$ cat config.mk
export PLATFORM = sky130hd
export DESIGN_NAME = peripheral_register_lock
export DESIGN_NICKNAME = d
export VERILOG_FILES = /design/src/common/periph_lock_pkg.sv /design/src/verilog/guard_bit_store.sv /design/src/verilog/peripheral_register_lock.sv
export VERILOG_INCLUDE_DIRS = /design/src /design/src/common
export SDC_FILE = /design/constraint.sdc
export NUM_CORES = 1
export LEC_CHECK = 0
export ABC_AREA = 1
export BUFFER_PORTS_ARGS = -buffer_cell sky130_fd_sc_hd__buf_2
export CORE_ASPECT_RATIO = 1.25
export CORE_MARGIN = 3
export CORE_UTILIZATION = 30
export CTS_CLUSTER_DIAMETER = 40
export DETAILED_ROUTE_END_ITERATION = 7
export PLACE_DENSITY = 0.7
export SYNTH_ARGS = -nofsm -noshare
export SYNTH_HDL_FRONTEND = slang
export SYNTH_SLANG_ARGS = --single-unit
$ cat constraint.sdc
create_clock -name mclk -period 2.65 [get_ports mclk]
set_clock_uncertainty 0.2 [all_clocks]
set_input_delay 0.53 -clock mclk [delete_from_list [all_inputs] [get_ports mclk]]
set_output_delay 0.53 -clock mclk [all_outputs]
set_load 0.005 [all_outputs]
$ cat src/common/periph_lock_defs.svh
`ifndef PERIPH_LOCK_DEFS_SVH
`define PERIPH_LOCK_DEFS_SVH

// Geometry of the guarded peripheral space
`define GROUP_CNT      16
`define GROUP_IDX_W    4
`define PADDR_W        12
`define PDATA_W        32
`define KEY_W          8

// Unlock series, written in this order to the key register
`define KEY_FIRST      8'ha5
`define KEY_SECOND     8'hf1

// Key read value layout
`define KEY_STAT_OPEN  0
`define KEY_STAT_HALF  1
`define KEY_RD_ZERO    8'h00

// Guard bits come out of reset clear, so every peripheral is writable
`define GUARD_RST      16'h0000

`endif

$ cat src/common/periph_lock_pkg.sv
package periph_lock_pkg;

    // Key recognition states, one-hot
    typedef enum logic [2:0] {
        KEY_LOCKED = 3'b001,
        KEY_HALF   = 3'b010,
        KEY_OPEN   = 3'b100
    } keyState_t;

endpackage

$ cat src/verilog/guard_bit_store.sv
`include "periph_lock_defs.svh"

// Holds the guard bits; each bit is its own flop with a shared load strobe
module guard_bit_store (
    input  wire logic                  mclk,
    input  wire logic                  sys_rst,
    input  wire logic                  clkEn,
    input  wire logic                  wrEn,
    input  wire logic [`GROUP_CNT-1:0] wrData,
    output logic      [`GROUP_CNT-1:0] bits_r
);

    localparam logic [`GROUP_CNT-1:0] RST_VAL = `GUARD_RST;

    // One flop per group, loaded only when the key state allowed the write
    genvar gi;
    generate
        for (gi = 0; gi < `GROUP_CNT; gi = gi + 1) begin : g_bit
            always_ff @(posedge mclk or posedge sys_rst) begin
                if (sys_rst) begin
                    bits_r[gi] <= RST_VAL[gi];
                end else if (clkEn && wrEn) begin
                    bits_r[gi] <= wrData[gi];
                end
            end
        end
    endgenerate

endmodule

$ cat src/verilog/peripheral_register_lock.sv
`include "periph_lock_defs.svh"

module peripheral_register_lock
    import periph_lock_pkg::*;
(
    input  wire logic                    mclk,
    input  wire logic                    sys_rst,
    input  wire logic                    clkEn,
    input  wire logic                    keyWrStb,
    input  wire logic [`KEY_W-1:0]       keyWrData,
    input  wire logic                    keyRdStb,
    output logic      [`KEY_W-1:0]       keyRdData,
    output logic                         keyRdValid,
    input  wire logic                    guardWrStb,
    input  wire logic [`GROUP_CNT-1:0]   guardWrData,
    output logic      [`GROUP_CNT-1:0]   guardBits,
    output logic                         guardWrRejected,
    input  wire logic                    periphReqValid,
    input  wire logic                    periphReqWrite,
    input  wire logic [`GROUP_IDX_W-1:0] periphReqGroup,
    input  wire logic [`PADDR_W-1:0]     periphReqAddr,
    input  wire logic [`PDATA_W-1:0]     periphReqWdata,
    output logic                         periphFwdValid,
    output logic                         periphFwdWrite,
    output logic      [`GROUP_IDX_W-1:0] periphFwdGroup,
    output logic      [`PADDR_W-1:0]     periphFwdAddr,
    output logic      [`PDATA_W-1:0]     periphFwdWdata,
    output logic                         periphDropped
);

    keyState_t               keyState_r;
    keyState_t               keyState_nxt;
    logic [`GROUP_CNT-1:0]   guardBits_r;
    logic                    guardLoad;
    logic                    reqGuarded;
    logic [`KEY_W-1:0]       keyStatus;
    logic [`KEY_W-1:0]       keyRdData_r;
    logic                    keyRdValid_r;
    logic                    guardWrRejected_r;
    logic                    periphFwdValid_r;
    logic                    periphFwdWrite_r;
    logic [`GROUP_IDX_W-1:0] periphFwdGroup_r;
    logic [`PADDR_W-1:0]     periphFwdAddr_r;
    logic [`PDATA_W-1:0]     periphFwdWdata_r;
    logic                    periphDropped_r;

    // Key recognition; a mismatch falls back, but a first key still counts
    // series and restart
    always_comb begin
        keyState_nxt = keyState_r;
        if (keyWrStb) begin
            case (keyState_r)
                KEY_LOCKED: begin
                    keyState_nxt = (keyWrData == `KEY_FIRST) ? KEY_HALF : KEY_LOCKED;
                end
                KEY_HALF: begin
                    if (keyWrData == `KEY_SECOND) begin
                        keyState_nxt = KEY_OPEN;
                    end else if (keyWrData == `KEY_FIRST) begin
                        keyState_nxt = KEY_HALF;
                    end else begin
                        keyState_nxt = KEY_LOCKED;
                    end
                end
                KEY_OPEN: begin
                    keyState_nxt = KEY_LOCKED;
                end
                default: begin
                    keyState_nxt = KEY_LOCKED;
                end
            endcase
        end
    end

    // Key state register
    always_ff @(posedge mclk or posedge sys_rst) begin
        if (sys_rst) begin
            keyState_r <= KEY_LOCKED;
        end else if (clkEn) begin
            keyState_r <= keyState_nxt;
        end
    end

    // The guard write is judged on the state before any key write of the same
    // cycle, so a relocking key write and a guard write together still land
    // open state gates guard writes
    assign guardLoad = guardWrStb && (keyState_r == KEY_OPEN);

    guard_bit_store u_store (
        .mclk    (mclk),
        .sys_rst (sys_rst),
        .clkEn   (clkEn),
        .wrEn    (guardLoad),
        .wrData  (guardWrData),
        .bits_r  (guardBits_r)
    );

    // Rejected guard write flagged for one cycle, nothing else happens
    // reject report
    always_ff @(posedge mclk or posedge sys_rst) begin
        if (sys_rst) begin
            guardWrRejected_r <= 1'b0;
        end else if (clkEn) begin
            guardWrRejected_r <= guardWrStb && (keyState_r != KEY_OPEN);
        end
    end

    // Status word: open flag plus a half-way flag for debug
    always_comb begin
        keyStatus = `KEY_RD_ZERO;
        keyStatus[`KEY_STAT_OPEN] = (keyState_r == KEY_OPEN);
        keyStatus[`KEY_STAT_HALF] = (keyState_r == KEY_HALF);
    end

    // Key read answers one cycle after the strobe
    // report lock state
    always_ff @(posedge mclk or posedge sys_rst) begin
        if (sys_rst) begin
            keyRdData_r  <= `KEY_RD_ZERO;
            keyRdValid_r <= 1'b0;
        end else if (clkEn) begin
            keyRdValid_r <= keyRdStb;
            if (keyRdStb) begin
                keyRdData_r <= keyStatus;
            end
        end
    end

    assign reqGuarded = guardBits_r[periphReqGroup];

    // Forward stage: reads always go through, guarded writes are swallowed
    // drop guarded writes
    always_ff @(posedge mclk or posedge sys_rst) begin
        if (sys_rst) begin
            periphFwdValid_r <= 1'b0;
            periphDropped_r  <= 1'b0;
        end else if (clkEn) begin
            periphFwdValid_r <= periphReqValid && !(periphReqWrite && reqGuarded);
            periphDropped_r  <= periphReqValid && periphReqWrite && reqGuarded;
        end
    end

    // Payload flops; captured on every request, dropped writes included, so only the
    // cleared forward valid keeps a dropped write from reaching the peripheral's contents
    always_ff @(posedge mclk or posedge sys_rst) begin
        if (sys_rst) begin
            periphFwdWrite_r <= 1'b0;
            periphFwdGroup_r <= '0;
            periphFwdAddr_r  <= '0;
            periphFwdWdata_r <= '0;
        end else if (clkEn && periphReqValid) begin
            periphFwdWrite_r <= periphReqWrite;
            periphFwdGroup_r <= periphReqGroup;
            periphFwdAddr_r  <= periphReqAddr;
            periphFwdWdata_r <= periphReqWdata;
        end
    end

    assign keyRdData       = keyRdData_r;
    assign keyRdValid      = keyRdValid_r;
    assign guardBits       = guardBits_r;
    assign guardWrRejected = guardWrRejected_r;
    assign periphFwdValid  = periphFwdValid_r;
    assign periphFwdWrite  = periphFwdWrite_r;
    assign periphFwdGroup  = periphFwdGroup_r;
    assign periphFwdAddr   = periphFwdAddr_r;
    assign periphFwdWdata  = periphFwdWdata_r;
    assign periphDropped   = periphDropped_r;
endmodule

==> out/qor.txt, run 1 <==
Row cnt = 40
Drt pass-1 iters = 4
CTS tree = done
First-pass GRT wire length = 13500 um
Fin crit period = 1.65 ns
Critical Path RT = 2.66 ns
Non-Filler Instances = 646
Fmax achieved = 606 MHz
Initial core utilization = 31.5%
Final Hold Viols = 0
Post-synthesis sequential area ratio = 60.0%
Max cap viols = 0
H-tree depth = 3
Yosys reg bits = 74
Routed wire length = 7950 um
Setup TNS = 0 ns
HP Class = primary input to asynchronous set/reset pin
Area growth syn-to-layout = 37.2%
Yosys Warn Count = 0
Via/cell ratio = 4.37
Post-CTS Setup Inserts = 0
R2R setup slack = 1.0 ns
Clock Tree Buf Depth = 2
Critical Path End Type = flop
CTS Root Cell = clkbuf_16
Die W = 96.8 um
RSZ-0062 raised after global routing = false
Syn avg cell area = 8.44 um^2
Worst setup path class = flop to flop
CP arrival = 1.66 ns
P_int = 2.21 mW
Post-synth top area share = 59.1%
Sw Ratio = 23.8%
Post-layout nets = 595
Rel. slew slack = 49.4%
Worst IR drop on VDD = 0.000310 V
Max Fanout on Critical Path = 31
Total gr overflow = 0
DPL Wire Length = 5840 um
Antenna violations before repair = 0
Clock Sink Count = 74
Startpoint types = flop
Resized Gates After CTS = 0
Final setup fails = 0
Comb power frac = 12.0%
Share of the clock period used by the worst path = 62.3%
PortBufs = 150
Tightest Pin Transition = 0.758 ns
RD Place Congestion = 0.751
Pleak = 2.45 nW
Yosys top cell by area = dfrtp_1
Top-Level Pins = 157
PwrDens = 685 nW/um^2
Largest net degree at the start of global routing = 75
Mapped cell area = 3090 um^2
Die area = 11600 um^2
Reg power frac = 44.2%
Top post-synthesis cells by area = dfrtp_1 59%, nand2_1 21%, inv_1 3.3%
CTS Hold Bufs = 0
Core Footprint = 9810 um^2
Psw = 0.690 mW
Clk slew on worst S/H paths = 0.06 ns
DR vias = 2820
Die Height = 119 um
Wire per inst = 12.3 um
Dpl cells = 630
Outcome = finished, final reports clean
Final cell utilization of the core = 43.2%
Share of cells above drive strength 1 = 33.7%
CTS Buf Count = 9
Slew Limit Fails = 0
Filler cell count = 1004
Syn Inst Count = 366
Inserted Diodes = 0
Post-route ant nets = 0
DRT iter0 DRCs = 134
Vias in the first global route = 2922
Gr usage total = 14.1%
DRC = 0
Post-synth cell types = 22
Clk pwr share = 43.9%
Worst skew pair latency = 0.32 ns
[worst paths after layout]
kind / end / depth (start not counted) / startpoint
min reg2reg: periphFwdWdata[1] / 2 / periphFwdWdata[1]
max in group asynchronous: keyState_r[0] / 3 / sys_rst
max: u_store.bits_r[5] / 4 / keyState_r[1]
min: periphFwdWdata[16] / 3 / sys_rst
max reg2reg: u_store.bits_r[5] / 4 / keyState_r[1]
min in group mclk: periphFwdAddr[3] / 3 / periphReqAddr[3]
[routing by layer]
layer / global-route usage [%] / vias to the layer above / part of all wire (%) / wire length (um)
li1: - / 1406 / - / -
met1: 15.9 / 1305 / 40 / 3140
met2: 24.9 / 99 / 52 / 4150
met3: 4.10 / 10 / 6.7 / 536
met4: 5.53 / 0 / 1.6 / 127
met5: 0 / - / 0 / 0
[placed cells by master, fill, tap and decap left out, types with 2 or more instances in the layout]
cell,synthesis,routed
inv_1,27,26
dfrtp_1,73,73
o21ai_1,2,2
clkbuf_1,5,2
nand3_1,17,17
buf_2,4,150
clkinv_2,0,2
conb_1,1,6
nor3_1,2,2
nand2_1,172,172
o21ai_0,8,8
inv_2,2,3
clkbuf_16,0,9
nor2_1,18,18
a21oi_1,15,15
bufinv_16,0,2
mux2_2,2,2
nand4_1,2,2
buf_4,10,2
[sequential cells by signal (all words and copies together) (netlist names)]
name / count
keyState_r: 3
periphFwdValid: 1
u_store.bits_r: 16
keyRdData: 2
keyRdValid: 1
periphDropped: 1
guardWrRejected: 1
periphFwdWdata: 32
periphFwdGroup: 4
periphFwdWrite: 1
periphFwdAddr: 12
[critical path, stage by stage (launching register included)]
cell and delay [ns]:
dfrtp_1 0.43, nor3_2 0.26, nand3_1 0.11, buf_4 0.24, mux2_2 0.29
[cell families (layout without fill, tap and decap cells)]
kind of cell | after synthesis | count (layout) | share of synthesized area [%]
multiplexers | 2 | 2 | 0.729
buffers and inverters | 49 | 198 | 7.57
other | 1 | 6 | 0.121
AND/OR/NAND/NOR | 213 | 213 | 27.1
AO/OA/AOI/OAI | 27 | 27 | 4.50
flip-flops | 74 | 74 | 60.0
[cell usage after synthesis]
cell type and n:
o21ai_1 2, mux2_2 2, buf_4 10, a21oi_1 15, dfrtp_1 73, nand2_2 1
nor3_2 1, nand3_1 17, clkbuf_1 5, nor3_1 2, nand4_1 2, inv_2 2
dfstp_2 1, a22oi_1 1, nor2_1 18, buf_2 4, nand2_1 172, buf_6 1
conb_1 1, inv_1 27, o21ai_0 8, o22ai_1 1
[through the flow]
| step | cell area [um^2] | setup slack [ns] | power, mW | hold WS (ns) |
|---|---|---|---|---|
| 3_3_place_gp | 3930 | 0.804 | 1.65 | 0.257 |
| 6_report | 4240 | 0.999 | 2.90 | 0.0843 |
| 5_1_grt | 4240 | 0.926 | 3.06 | 0.113 |
| 3_5_place_dp | 3930 | 0.823 | 1.66 | 0.259 |
| 2_1_floorplan | 3110 | 0.0400 | 1.46 | 0.265 |
| 4_1_cts | 4240 | 0.994 | 2.95 | 0.0962 |
[power by group through the flow]
stage                     combinational (mW)  clock, mW  sequential (mW)
final                                  0.348       1.27             1.28
after CTS                              0.358       1.31             1.28
after global placement                 0.347          0             1.30
after global routing                   0.400       1.36             1.30
after detailed placement               0.356          0             1.30
after floorplan                        0.149          0             1.31
[final cells by class]
type                    count  area [um^2]  share of cell area (%)
flip-flops and latches     74         1850                    43.7
multi-input cells         248         1020                    24.1
inverters                  29          109                    2.57
well taps                 126          158                    3.72
repair buffers            153          786                    18.5
clock inverters             5         78.8                    1.86
clock buffers              11          233                    5.49
(Power assumes the default switching activity.)
==> run 2: changes to the inputs <==
ABC_AREA = 0   (was 1)
clock period = 1.4 ns   (was 2.65 ns; I/O delays follow)
==> run 2 against run 1 <==
  * The flow now finishes with violations (negative setup slack)
  * Critical endpoint is now u_store.bits_r[15]
  * Highest routed layer unchanged
  * First-iteration DRC count decreased by 66%
  * Worst setup slack got worse by 1.3 ns
  * Via count decreased by 4.1%
  * Sequential share of layout area decreased by 9.5 points
  * Design area increased by 28%
  * Synthesized cell count decreased by 40%
==> out/qor.txt, run 2 <==
RD Place Congestion = 0.766 (+2.0%)
DP Area = 4240 um^2 (+7.9%)
CTS tree = done
Fmax achieved = 577 MHz (-4.8%)
Gr usage total = 15.1% (+1.1 points)
Share of cells above drive strength 1 = 59.2% (+26 points)
Post-synthesis sequential area ratio = 58.9% (-1.1 points)
Syn Inst Count = 219 (-40%)
Pleak = 2.69 nW (+9.8%)
Top cells by count, synth = 73 x dfrtp_1, 58 x mux2_2, 12 x nand2_1, 10 x mux2_1, 7 x buf_4
Total gr overflow = 0 (unchanged)
Share of the clock period used by the worst path = 124% (+62 points)
Synth Flop Type = dfrtp_1
Worst Setup Slack, final = -0.334 ns (-1.33 ns)
First-pass GRT wire length = 14200 um (+5.3%)
Routed wire length = 8960 um (+13%)
Post-synth top area share = 58.0% (-1.1 points)
Fin area = 5420 um^2 (+28%)
Syn avg cell area = 14.4 um^2 (+70%)
Core Footprint = 10200 um^2 (+3.5%)
Top post-synthesis cells by area = dfrtp_1 58%, mux2_2 21%, mux2_1 3.6%
Row cnt = 41 (+2.5%)
Via/cell ratio = 4.47 (+2.3%)
Number of flip-flops in the largest register = 32 (unchanged)
Fin crit period = 1.73 ns (+0.0832 ns)
Largest net degree at the start of global routing = 44 (-41%)
CP arrival = 1.74 ns (+0.08 ns)
Die area = 11800 um^2 (+1.8%)
RSZ-0062 raised after global routing = true
Slew Limit Fails = 0 (unchanged)
Top-Level Pins = 157 (unchanged)
Critical Path RT = 1.41 ns (-1.25 ns)
PwrDens = 1100 nW/um^2 (+61%)
Inserted Diodes = 0 (unchanged)
DR vias = 2703 (-4.1%)
Failing checks = negative setup slack
Outcome = finished, violations left
Yosys top cell by area = dfrtp_1
Design Power = 5.99 mW (+110%)
Max Fanout on Critical Path = 5 (-84%)
Worst skew pair latency = 0.33 ns (about the same)
Most frequent cells in the layout = 143 x buf_2, 73 x dfrtp_1, 63 x dlygate4sd3_1
H-tree depth = 3 (unchanged)
DPL Wire Length = 5650 um (-3.3%)
Yosys reg bits = 74 (unchanged)
Post-layout nets = 551 (-7.4%)
Startpoint types = flop
PortBufs = 150 (unchanged)
Die Height = 121 um (+0.90%)
Max cap viols = 0 (unchanged)
CTS Root Cell = clkbuf_16
Fraction of registers with async set/reset = 100% (unchanged)
CTS Buf Count = 9 (unchanged)
Antenna violations before repair = 0 (unchanged)
Most frequent cell after synthesis = dfrtp_1
DRT iter0 DRCs = 45 (-66%)
Worst IR drop on VDD = 0.000516 V (+67%)
Post-synth EDFFs = 0 (unchanged)
Commonest non-fill, non-tap cell in the layout = buf_2
Drt pass-1 iters = 4 (unchanged)
Critical Path End Type = flop
Post-route ant nets = 0 (unchanged)
HP Class = primary input to flop
Post-synth cell types = 36 (+64%)
Clock Tree Buf Depth = 2 (unchanged)
Final Hold Viols = 0 (unchanged)
Yosys Warn Count = 0 (unchanged)
Final setup fails = 30 (+30)
Die W = 97.6 um (+0.89%)
Area growth syn-to-layout = 72.2%
Initial core utilization = 31.0% (-0.50 points)
DRC = 0 (unchanged)
Worst setup path class = flop to flop
Clock Sink Count = 74 (unchanged)
Vias in the first global route = 2985 (+2.2%)
Wire per inst = 14.8 um (+20%)
Clk slew on worst S/H paths = 0.06 ns (about the same)
Mapped cell area = 3150 um^2 (+1.9%)
==> run 2: cell types whose count changed in the layout (fill, tap and decap cells not counted), sizes merged, moves of 4 or more <==
cell,delta
nand2,-161
mux2,+66
dlygate4sd3,+63
buf,+34
inv,-23
a21oi,-14
nand3,-14
nor2,-10
o21ai,-4
==> run 2: final cells by class <==
class	count	area, um^2
multi-input combinational	129	1260
inverter	7	32.5
timing repair buffer	250	1790
clock inverter	5	77.6
fill	872	4740
sequential	74	1850
clock buffer	11	243
tap	129	161
==> run 2: timing repair <==
item,CTS,global route
pin swaps,3,5
hold buffers,63,0
setup endpoints to repair,28,33
gates resized for setup,25,10
hold endpoints to repair,135,0
cloned,1,0
buffers inserted,8,3
==> run 2: cells by family (layout without fill, tap and decap cells) <==
group	Yosys count	after routing	synth area share, %
flip-flops	74	74	58.9
multiplexers	70	70	25.8
AO/OA/AOI/OAI	19	19	4.17
AND/OR/NAND/NOR	33	34	6.92
other	1	6	0.119
buffers and inverters	22	273	4.17
==> run 2: critical path: stages (launching register included) <==
cell,delay (ns)
dfrtp_1,0.36
inv_2,0.04
or3_4,0.43
nor2_4,0.13
buf_6,0.14
mux2_1,0.32
==> run 2: worst paths after layout <==
| check | slack [ns] | start | endpoint | cells past startpoint |
|---|---|---|---|---|
| hold / removal | 0.04 | periphReqValid | periphFwdWrite | 3 |
| setup reg to reg | -0.33 | keyState_r[2] | u_store.bits_r[15] | 5 |
| hold reg to reg | 0.28 | periphFwdWrite | periphFwdWrite | 2 |
| max in group asynchronous | 0.39 | sys_rst | keyState_r[0] | 4 |
| setup / recovery | -0.33 | keyState_r[2] | u_store.bits_r[15] | 5 |
| min in group asynchronous | 0.37 | sys_rst | keyState_r[1] | 4 |
==> run 2: where the power goes <==
part	internal, mW	total [mW]	switching, mW
registers	2.38	2.50	0.125
logic	0.645	1.04	0.400
clock network	1.60	2.44	0.841
==> run 2: layer usage <==
metal  global-route usage, %  part of all wire [%]  wire length [um]
met1                    15.3                    36              3200
met4                    8.48                   3.9               351
met3                    5.37                   7.2               649
met2                    26.9                    53              4760
met5                       0                     0                 0
==> run 2: metrics by stage <==
| stage | util [%] | instances | TNS (ns) | hold WS, ns | worst slack, ns |
|---|---|---|---|---|---|
| 2_1_floorplan | - | 224 | -4.53 | 0.181 | -0.316 |
| 3_3_place_gp | 41.7 | 515 | -14.66 | 0.175 | -0.332 |
| 3_5_place_dp | 41.7 | 515 | -15.48 | 0.178 | -0.360 |
| 4_1_cts | 52.8 | 603 | -6.39 | 0.0310 | -0.341 |
| 5_1_grt | 53.4 | 605 | -8.00 | 0.0769 | -0.405 |
| 6_report | 53.4 | 605 | -6.13 | 0.0431 | -0.334 |
